<file path="config.mk">
export PLATFORM = sky130hd
export DESIGN_NAME = rsc_cmd_decoder
export DESIGN_NICKNAME = d
export VERILOG_FILES = /design/src/verilog/rsc_pkg.sv /design/src/verilog/rsc_cmd_decoder.sv
export SDC_FILE = /design/constraint.sdc
export NUM_CORES = 1
export LEC_CHECK = 0
export BUFFER_PORTS_ARGS = -buffer_cell sky130_fd_sc_hd__buf_2
export CAP_MARGIN = 20
export CORE_MARGIN = 2
export CORE_UTILIZATION = 45
export CTS_BUF_LIST = sky130_fd_sc_hd__clkbuf_8
export CTS_CLUSTER_DIAMETER = 150
export CTS_CLUSTER_SIZE = 28
export DETAILED_ROUTE_END_ITERATION = 8
export PLACE_DENSITY = 0.69
export SYNTH_ARGS = -nofsm -noshare
export SYNTH_HDL_FRONTEND = slang
export SYNTH_SLANG_ARGS = --single-unit
</file>
<file path="constraint.sdc">
create_clock -name clk_i -period 5.7 [get_ports clk_i]
set_clock_uncertainty 0.2 [all_clocks]
set_input_delay 0.57 -clock clk_i [delete_from_list [all_inputs] [get_ports clk_i]]
set_output_delay 0.57 -clock clk_i [all_outputs]
set_load 0.03 [all_outputs]
</file>
<file path="src/verilog/rsc_pkg.sv">
package rsc_pkg;

  // Command words and command-field layouts
  localparam logic [2:0] CMD_REG_RD_TOP = 3'h0;
  localparam logic [2:0] CMD_REG_WR_TOP = 3'h1;
  localparam logic [7:0] CMD_RX_READ = 8'h61;
  localparam logic [7:0] CMD_TX_WRITE = 8'hA0;
  localparam logic [7:0] CMD_TX_FLUSH = 8'hE1;
  localparam logic [7:0] CMD_RX_FLUSH = 8'hE2;
  localparam logic [7:0] CMD_RESEND = 8'hE3;
  localparam logic [7:0] CMD_WIDTH = 8'h60;
  localparam logic [4:0] CMD_ACK_WR_TOP = 5'h15;
  localparam logic [7:0] CMD_NOACK_WR = 8'hB0;
  localparam logic [7:0] CMD_NOP = 8'hFF;
  localparam int CMD_TOP3_LSB = 5;
  localparam int CMD_TOP5_LSB = 3;
  localparam int ADDR_W = 5;
  localparam int PIPE_W = 3;
  localparam logic [2:0] PIPE_LAST = 3'h5;

  // Byte and entry counts
  localparam logic [5:0] PAYLOAD_MAX = 6'h20;
  localparam logic [5:0] WIDTH_BYTES = 6'h01;
  localparam logic [2:0] REG_BYTES_MAX = 3'h5;
  localparam int QUEUE_DEPTH = 3;

  // Status byte: pipe number field position
  localparam int STAT_PIPE_LSB = 1;
  localparam int STAT_PIPE_MSB = 3;

  // Pin vector positions of the synchronised link inputs
  localparam int PIN_MOSI = 0;
  localparam int PIN_SCK = 1;
  localparam int PIN_CSN = 2;
  localparam int PIN_CNT = 3;

  typedef enum logic [1:0] {
    ST_IDLE = 2'b00,
    ST_CMD = 2'b01,
    ST_DATA = 2'b10
  } rsc_state_t;

  typedef enum logic [3:0] {
    OP_NONE = 4'b0000,
    OP_REG_RD = 4'b0001,
    OP_REG_WR = 4'b0010,
    OP_RX_RD = 4'b0011,
    OP_TX_WR = 4'b0100,
    OP_TX_FLUSH = 4'b0101,
    OP_RX_FLUSH = 4'b0110,
    OP_RESEND = 4'b0111,
    OP_WIDTH = 4'b1000,
    OP_ACK_WR = 4'b1001,
    OP_NOACK_WR = 4'b1010,
    OP_NOP = 4'b1011
  } rsc_op_t;

  typedef enum logic [1:0] {
    KIND_TX = 2'b00,
    KIND_NOACK = 2'b01,
    KIND_ACK = 2'b10
  } rsc_kind_t;

  typedef struct packed {
    rsc_kind_t kind;
    logic [2:0] pipe;
    logic [5:0] len;
  } rsc_commit_t;

endpackage

</file>
<file path="src/verilog/rsc_cmd_decoder.sv">
`timescale 1ns/1ps
// What this block does
// - Chip select fall starts a fresh command
// - Status byte shifts out during command byte
// - Command MSB first, data bytes low first
// - Multi-byte data: low byte first, MSB first
// - Register read returns 1 to 5 bytes
// - Register write stores bytes at 5-bit address
// - Payload read returns bytes, then pops entry
// - Payload write queues 1 to 32 bytes
// - Transmit flush empties the transmit queue
// - Receive flush empties the receive queue
// - Resend command marks last payload for reuse
// - Reuse holds until transmit payload write or transmit flush
// - Width query returns one head-entry byte
// - Acknowledge payload queued for pipes 0 to 5
// - Three pending acknowledge payloads, FIFO per pipe
// - No-acknowledge payload write in transmit role
// - No-op command only returns status
// - Feature commands need their enable bits
// - Short register write keeps upper bytes
// - Pipe field updates on interrupt falling edge
// - Queues hold three entries of 32 bytes
// - Interrupt line low-active, three maskable sources
module rsc_cmd_decoder
  import rsc_pkg::*;
#(
  parameter int SYNC_STAGES = 3
) (
  // Clock and reset
  input wire logic clk_i,
  input wire logic rst_b_i,
  // Serial link pins
  input wire logic csn_b_i,
  input wire logic sck_i,
  input wire logic mosi_i,
  output logic miso_o,
  output logic miso_oe_o,
  // Status sources
  input wire logic [7:0] status_i,
  input wire logic irq_b_i,
  input wire logic [2:0] rx_pipe_i,
  // Feature enables
  input wire logic feat_dyn_width_i,
  input wire logic feat_ack_pay_i,
  input wire logic feat_noack_i,
  // Register map access
  output logic [4:0] reg_addr_o,
  output logic reg_wr_o,
  input wire logic [7:0] reg_rdata_i,
  input wire logic [2:0] reg_width_i,
  // Shared write byte and indexes
  output logic [7:0] wr_data_o,
  output logic [5:0] wr_idx_o,
  output logic [5:0] rd_idx_o,
  // Transmit queue
  output logic tx_byte_wr_o,
  output logic tx_commit_o,
  output rsc_commit_t tx_commit_info_o,
  output logic tx_flush_o,
  output logic reuse_active_o,
  input wire logic tx_full_i,
  // Receive queue
  input wire logic [7:0] rx_rdata_i,
  input wire logic [7:0] rx_width_i,
  input wire logic rx_empty_i,
  output logic rx_pop_o,
  output logic rx_flush_o
);

  function automatic rsc_op_t decode_cmd(input logic [7:0] c, input logic dyn,
                                         input logic ack, input logic noack,
                                         input logic full);
    rsc_op_t o;
    o = OP_NONE;
    if (c[7:CMD_TOP3_LSB] == CMD_REG_RD_TOP) begin
      o = OP_REG_RD;
    end else if (c[7:CMD_TOP3_LSB] == CMD_REG_WR_TOP) begin
      o = OP_REG_WR;
    end else if (c == CMD_RX_READ) begin
      o = OP_RX_RD;
    end else if (c == CMD_TX_WRITE) begin
      o = full ? OP_NONE : OP_TX_WR;
    end else if (c == CMD_TX_FLUSH) begin
      o = OP_TX_FLUSH;
    end else if (c == CMD_RX_FLUSH) begin
      o = OP_RX_FLUSH;
    end else if (c == CMD_RESEND) begin
      o = OP_RESEND;
    end else if (c == CMD_WIDTH) begin
      o = dyn ? OP_WIDTH : OP_NONE;
    end else if (c[7:CMD_TOP5_LSB] == CMD_ACK_WR_TOP) begin
      o = (ack && !full && c[2:0] <= PIPE_LAST) ? OP_ACK_WR : OP_NONE;
    end else if (c == CMD_NOACK_WR) begin
      o = (noack && !full) ? OP_NOACK_WR : OP_NONE;
    end else if (c == CMD_NOP) begin
      o = OP_NOP;
    end
    return o;
  endfunction

  function automatic logic [5:0] max_len(input rsc_op_t o, input logic [2:0] w);
    logic [5:0] n;
    n = 6'h00;
    case (o)
      OP_REG_RD, OP_REG_WR: begin
        n = {3'h0, (w > REG_BYTES_MAX) ? REG_BYTES_MAX : w};
      end
      OP_RX_RD, OP_TX_WR, OP_ACK_WR, OP_NOACK_WR: begin
        n = PAYLOAD_MAX;
      end
      OP_WIDTH: begin
        n = WIDTH_BYTES;
      end
      default: begin
        n = 6'h00;
      end
    endcase
    return n;
  endfunction

  // Three-stage sampling of the link pins
  logic [PIN_CNT-1:0] pin_raw;
  logic [SYNC_STAGES-1:0] sync_q [PIN_CNT];
  logic [PIN_CNT-1:0] pin_f;
  logic [PIN_CNT-1:0] pin_prev;

  assign pin_raw = {csn_b_i, sck_i, mosi_i};

  genvar gi;
  generate
    for (gi = 0; gi < PIN_CNT; gi++) begin : g_sync
      // Reset to the idle level (select high, clock and data low): no false edge after reset
      localparam logic IDLE_LVL = (gi == PIN_CSN);
      always_ff @(posedge clk_i) begin
        if (!rst_b_i) begin
          sync_q[gi] <= {SYNC_STAGES{IDLE_LVL}};
          pin_f[gi] <= IDLE_LVL;
          pin_prev[gi] <= IDLE_LVL;
        end else begin
          sync_q[gi] <= {sync_q[gi][SYNC_STAGES-2:0], pin_raw[gi]};
          pin_prev[gi] <= pin_f[gi];
          if (sync_q[gi][SYNC_STAGES-1] == sync_q[gi][SYNC_STAGES-2]) begin
            pin_f[gi] <= sync_q[gi][SYNC_STAGES-1];
          end
        end
      end
    end
  endgenerate

  wire csn_fall = pin_prev[PIN_CSN] && !pin_f[PIN_CSN];
  wire csn_rise = !pin_prev[PIN_CSN] && pin_f[PIN_CSN];
  wire sck_rise = !pin_prev[PIN_SCK] && pin_f[PIN_SCK];
  wire sck_fall = pin_prev[PIN_SCK] && !pin_f[PIN_SCK];
  wire mosi_bit = pin_f[PIN_MOSI];

  // Sequencer state
  rsc_state_t state;
  rsc_op_t op;
  logic [2:0] bit_cnt;
  logic [5:0] byte_cnt;
  logic [6:0] rx_sh;
  logic [7:0] tx_sh;
  logic load_pend;
  logic [2:0] pipe_q;
  logic irq_prev;
  logic [2:0] ack_pipe;

  wire active = (state != ST_IDLE) && !csn_fall && !csn_rise;
  wire byte_done = active && sck_rise && (bit_cnt == 3'h7);
  wire [7:0] byte_in = {rx_sh, mosi_bit};
  wire cmd_done = byte_done && (state == ST_CMD);
  wire data_done = byte_done && (state == ST_DATA);
  wire rsc_op_t dec_op = decode_cmd(byte_in, feat_dyn_width_i, feat_ack_pay_i,
                                    feat_noack_i, tx_full_i);
  wire [5:0] cur_max = max_len(op, reg_width_i);
  wire in_range = byte_cnt < cur_max;
  wire is_payload_wr = (op == OP_TX_WR) || (op == OP_ACK_WR) || (op == OP_NOACK_WR);
  wire [7:0] status_byte = {status_i[7:STAT_PIPE_MSB+1], pipe_q,
                            status_i[STAT_PIPE_LSB-1:0]};

  // Byte returned in the next data slot
  logic [7:0] rd_byte;
  always_comb begin
    rd_byte = 8'h00;
    if (in_range) begin
      case (op)
        OP_REG_RD: rd_byte = reg_rdata_i;
        OP_RX_RD: rd_byte = rx_rdata_i;
        OP_WIDTH: rd_byte = rx_width_i;
        default: rd_byte = 8'h00;
      endcase
    end
  end

  always_ff @(posedge clk_i) begin
    if (!rst_b_i) begin
      state <= ST_IDLE;
    end else if (csn_fall) begin
      state <= ST_CMD;
    end else if (csn_rise) begin
      state <= ST_IDLE;
    end else if (cmd_done) begin
      state <= ST_DATA;
    end
  end

  always_ff @(posedge clk_i) begin
    if (!rst_b_i) begin
      bit_cnt <= 3'h0;
      rx_sh <= 7'h00;
    end else if (csn_fall) begin
      bit_cnt <= 3'h0;
    end else if (active && sck_rise) begin
      bit_cnt <= bit_cnt + 3'h1;
      rx_sh <= byte_in[6:0];
    end
  end

  always_ff @(posedge clk_i) begin
    if (!rst_b_i) begin
      op <= OP_NONE;
      reg_addr_o <= 5'h00;
      ack_pipe <= 3'h0;
      byte_cnt <= 6'h00;
    end else if (csn_fall) begin
      op <= OP_NONE;
      byte_cnt <= 6'h00;
    end else if (cmd_done) begin
      op <= dec_op;
      reg_addr_o <= byte_in[ADDR_W-1:0];
      ack_pipe <= byte_in[PIPE_W-1:0];
      byte_cnt <= 6'h00;
    end else if (data_done && in_range) begin
      byte_cnt <= byte_cnt + 6'h01;
    end
  end

  // MISO: status during command, then data, MSB first
  always_ff @(posedge clk_i) begin
    if (!rst_b_i) begin
      tx_sh <= 8'h00;
      load_pend <= 1'h0;
    end else if (csn_fall) begin
      tx_sh <= status_byte;
      load_pend <= 1'h0;
    end else if (byte_done) begin
      load_pend <= 1'h1;
    end else if (active && sck_fall) begin
      tx_sh <= load_pend ? rd_byte : {tx_sh[6:0], 1'h0};
      load_pend <= 1'h0;
    end
  end

  assign miso_o = tx_sh[7];
  assign miso_oe_o = !pin_f[PIN_CSN];
  assign rd_idx_o = byte_cnt;

  // Write strobes for each register-write or payload-write data byte inside the command's length
  always_ff @(posedge clk_i) begin
    if (!rst_b_i) begin
      reg_wr_o <= 1'h0;
      tx_byte_wr_o <= 1'h0;
      wr_data_o <= 8'h00;
      wr_idx_o <= 6'h00;
    end else begin
      reg_wr_o <= data_done && in_range && (op == OP_REG_WR);
      tx_byte_wr_o <= data_done && in_range && is_payload_wr;
      if (data_done && in_range) begin
        wr_data_o <= byte_in;
        wr_idx_o <= byte_cnt;
      end
    end
  end

  // Queue effects: flushes at command byte, payloads at chip select rise
  always_ff @(posedge clk_i) begin
    if (!rst_b_i) begin
      tx_flush_o <= 1'h0;
      rx_flush_o <= 1'h0;
      tx_commit_o <= 1'h0;
      rx_pop_o <= 1'h0;
      tx_commit_info_o <= '0;
    end else begin
      tx_flush_o <= cmd_done && (dec_op == OP_TX_FLUSH);
      rx_flush_o <= cmd_done && (dec_op == OP_RX_FLUSH);
      tx_commit_o <= csn_rise && (state == ST_DATA) && is_payload_wr
                     && (byte_cnt != 6'h00);
      rx_pop_o <= csn_rise && (state == ST_DATA) && (op == OP_RX_RD)
                  && (byte_cnt != 6'h00) && !rx_empty_i;
      if (csn_rise) begin
        tx_commit_info_o.kind <= (op == OP_ACK_WR) ? KIND_ACK :
                                 (op == OP_NOACK_WR) ? KIND_NOACK : KIND_TX;
        tx_commit_info_o.pipe <= ack_pipe;
        tx_commit_info_o.len <= byte_cnt;
      end
    end
  end

  always_ff @(posedge clk_i) begin
    if (!rst_b_i) begin
      reuse_active_o <= 1'h0;
    end else if (cmd_done && (dec_op == OP_TX_WR || dec_op == OP_TX_FLUSH)) begin
      reuse_active_o <= 1'h0;
    end else if (cmd_done && dec_op == OP_RESEND) begin
      reuse_active_o <= 1'h1;
    end
  end

  // Pipe field of the status byte, caught when the interrupt line falls
  always_ff @(posedge clk_i) begin
    if (!rst_b_i) begin
      irq_prev <= 1'h1;
      pipe_q <= 3'h7;
    end else begin
      irq_prev <= irq_b_i;
      if (irq_prev && !irq_b_i) begin
        pipe_q <= rx_pipe_i;
      end
    end
  end
endmodule

</file>
==> key figures <==
Global routing
  – Total grt overflow: 0
  – Overall routing resource usage: 18.8%
  – Global-route wire length before repair: 14,800 um
  – Vias in the first global route: roughly 3,100
  – Antenna violations before repair: 0
  – Largest net degree at the start of global routing: 46

Routing
  – Routed via count: 3,410
  – Wirelength, routed: 8890 um
  – Via density: between 5 and 6
  – 1st-iter DRT viols: 200
  – Antenna-violating nets left: 0
  – DRC errors left: 0
  – Routed WL per cell: 14.0 um
  – First-pass DRT Iterations: 4

Synth
  – Synth Instances: approximately 450
  – Synth top area cells: dfxtp_1 (44%), mux2i_1 (9.0%), nand2_1 (6.0%)
  – Post-Syn Nets: 510
  – Ys flop type: dfxtp_1
  – Synthesized cell area: between 3000 and 4000 um2
  – Asr flop ratio synth: 0%
  – Synth Area per Inst: 8.63 um2
  – Seq/Total Area, Yosys: approximately 44%
  – Synthesis warning total: 0
  – Seq cells post-synth: between 80 and 90
  – Unique masters post-synth: 52
  – Yosys top cell area share: 44.2%
  – Post-synth EDFFs: 0
  – Cell taking the most area after synthesis: dfxtp_1

Pwr
  – Peak supply drop: 0.125 mV
  – Psw: 0.235 mW
  – Sequential Power Share: a little over half
  – Comb power frac: 3.3%
  – Pwr dens: 246 nW/um2
  – Leakage: 1.89 nW
  – Power share of the clock group: 43.0%
  – Cell Int Power: 0.894 mW
  – Sw frac: about a fifth

CTS
  – CTS buffer count: 9
  – CTS Root Buffer Type: clkbuf_8
  – CTS resizes: 0
  – H-tree levels: 3
  – CTS tree: built
  – Clk buf depth: 2
  – Clk_lat worst skew: 0.35 ns
  – Post-CTS Hold Buffers: 0
  – Sink Count: 86
  – Worst-path clk slew: roughly 0.09 ns
  – Post-CTS setup buffer count: 0

Critical path
  – CP startpoint kind: register
  – Worst EP arrival: 3.78 ns
  – Max incr delay on CP: 0.93 ns
  – Kind of critical path: register to register
  – Crit-path most repeated cell: a21oi_1
  – Crit path required time: 5.78 ns
  – Reg2reg start: op[1]
  – Worst Setup End Kind: register
  – Buf/Inv on CP: 0
  – Worst Setup SP: op[1]
  – CP Cell Sequence: xnor2_1, nor3_1, nand2_1, ha_1, or3_1, a21oi_1, o211ai_2, or4_1, a21oi_1
  – Top Family by Delay on Critical Path: simple AND/OR/NAND/NOR gates
  – Slowest-stage cell, CP: dfxtp_1
  – Worst-path fanout max: 21

Cells and area
  – Design Area, Final: 4580 um2
  – Most common cell after layout, fill and taps aside: buf_2
  – Synthesis-to-layout area growth: 17.6%
  – Layout cell share with drive strength beyond 1: between 20% and 30%
  – Most frequent cells in the layout: buf_2 (90), dfxtp_1 (86), nand2_1 (62)
  – Register area: 1720 um2
  – ANT cells: 0
  – Multi-input logic area: 2010 um2
  – Layout Nets: 582
  – Non-Filler Instances: around 630
  – Fillers: 784

STA
  – Final Hold Viols: 0
  – Worst slew margin: between 20% and 30%
  – Period utilization: 65.0%
  – F_max: 270 MHz
  – Setup TNS: 0 ns
  – Final min period: 3.70 ns
  – Worst-Margin Slew: 1.08 ns
  – Final setup viols: 0
  – RSZ-0062 raised after global routing: false
  – Max-slew violation count: 0

Hold path
  – Beginning of the worst hold path: rx_empty_i
  – HP Class: input pin to register

Placement
  – Placed insts: 618
  – DP Wirelength: around 6300 um
  – IO Port Bufs: 90
  – Placed inst area: 4350 um2
  – GPL Wtd Cong: around 0.8

Die
  – Die height: 97.1 um
  – Rows: 33
  – Die Width: 97.1 um
  – Core area: 8300 um2
  – Die area: between 9000 and 10,000 um2
  – Initial Utilization: 47.0%
  – Num ports: 94

Run
  – Max-cap viol count: 0

Status
  – Status: completed
-- layer usage --
layer  vias to the layer above  routed length, um  GRT usage [%]
met5                         -                  0              0
met4                         0                112           5.74
met3                        11                430           4.10
met2                        82               4330           31.6
met1                      1596               4020           24.2
li1                       1721                  -              -
-- power by group through the flow --
stage	registers [mW]	logic [mW]	clock network (mW)
floorplan	0.620	0.0178	0
global placement	0.621	0.0364	0
detailed placement	0.621	0.0370	0
CTS	0.607	0.0374	0.495
global route	0.607	0.0417	0.523
finish	0.607	0.0369	0.485
-- final timing paths --
kind	depth (start not counted)	end	slack, ns
setup / recovery	9	rd_idx_o[5]	2.00
hold reg to reg	1	sync_q[2][1]	0.23
setup reg to reg	9	rd_idx_o[5]	2.00
hold / removal	2	rx_pop_o	0.18
-- area by class of cell --
class	count	area share, %
multi-input combinational	326	43.8
sequential	86	37.6
timing repair buffer	90	9.83
clock buffer	11	3.30
tap	105	2.87
clock inverter	5	1.77
inverter	11	0.901
-- worst register-to-register path: stages (launching register included) --
cell	delay [ns]
dfxtp_1	0.93
xnor2_1	0.18
nor3_1	0.23
nand2_1	0.11
ha_1	0.18
or3_1	0.31
a21oi_1	0.30
o211ai_2	0.44
or4_1	0.60
a21oi_1	0.15
-- logic make-up after synthesis --
group | count (synthesis) | synth area share, %
simple gates | 182 | 23.4
compound gates | 96 | 15.1
flops | 86 | 44.2
buf+inv | 40 | 4.53
mux | 35 | 8.99
fa+ha+maj | 9 | 2.89
xor+xnor | 4 | 0.899
-- sequential cells by signal (all words and copies together), names as in the netlist, 2 cells and up --
name and flops:
sync_q 9, wr_idx_o 6, tx_sh 8, wr_data_o 8, rx_sh 7, pin_prev 2
bit_cnt 3, state 2, pipe_q 3, rd_idx_o 6, op 4, reg_addr_o 5
tx_commit_info_o 11, pin_f 2
-- synthesized netlist by cell type (all sizes together) (10+ instances only) --
cell,count
dfxtp,86
nand2,62
nor2,45
mux2i,35
a21oi,34
o21ai,26
clkbuf,19
inv,11
nor2b,11
buf,10
nor3,10
-- per-stage QoR --
step                      hold slack, ns  util (%)  power (mW)  setup WS (ns)
after floorplan                    0.186         -       0.638           2.76
after global placement             0.201      52.4       0.657           2.12
after detailed placement           0.207      52.4       0.658           1.99
after CTS                          0.164      55.2        1.14           1.98
after global routing               0.165      55.2        1.17           1.66
final                              0.175      55.2        1.13           2.00
No activity file was read; power rests on OpenSTA's default activity.
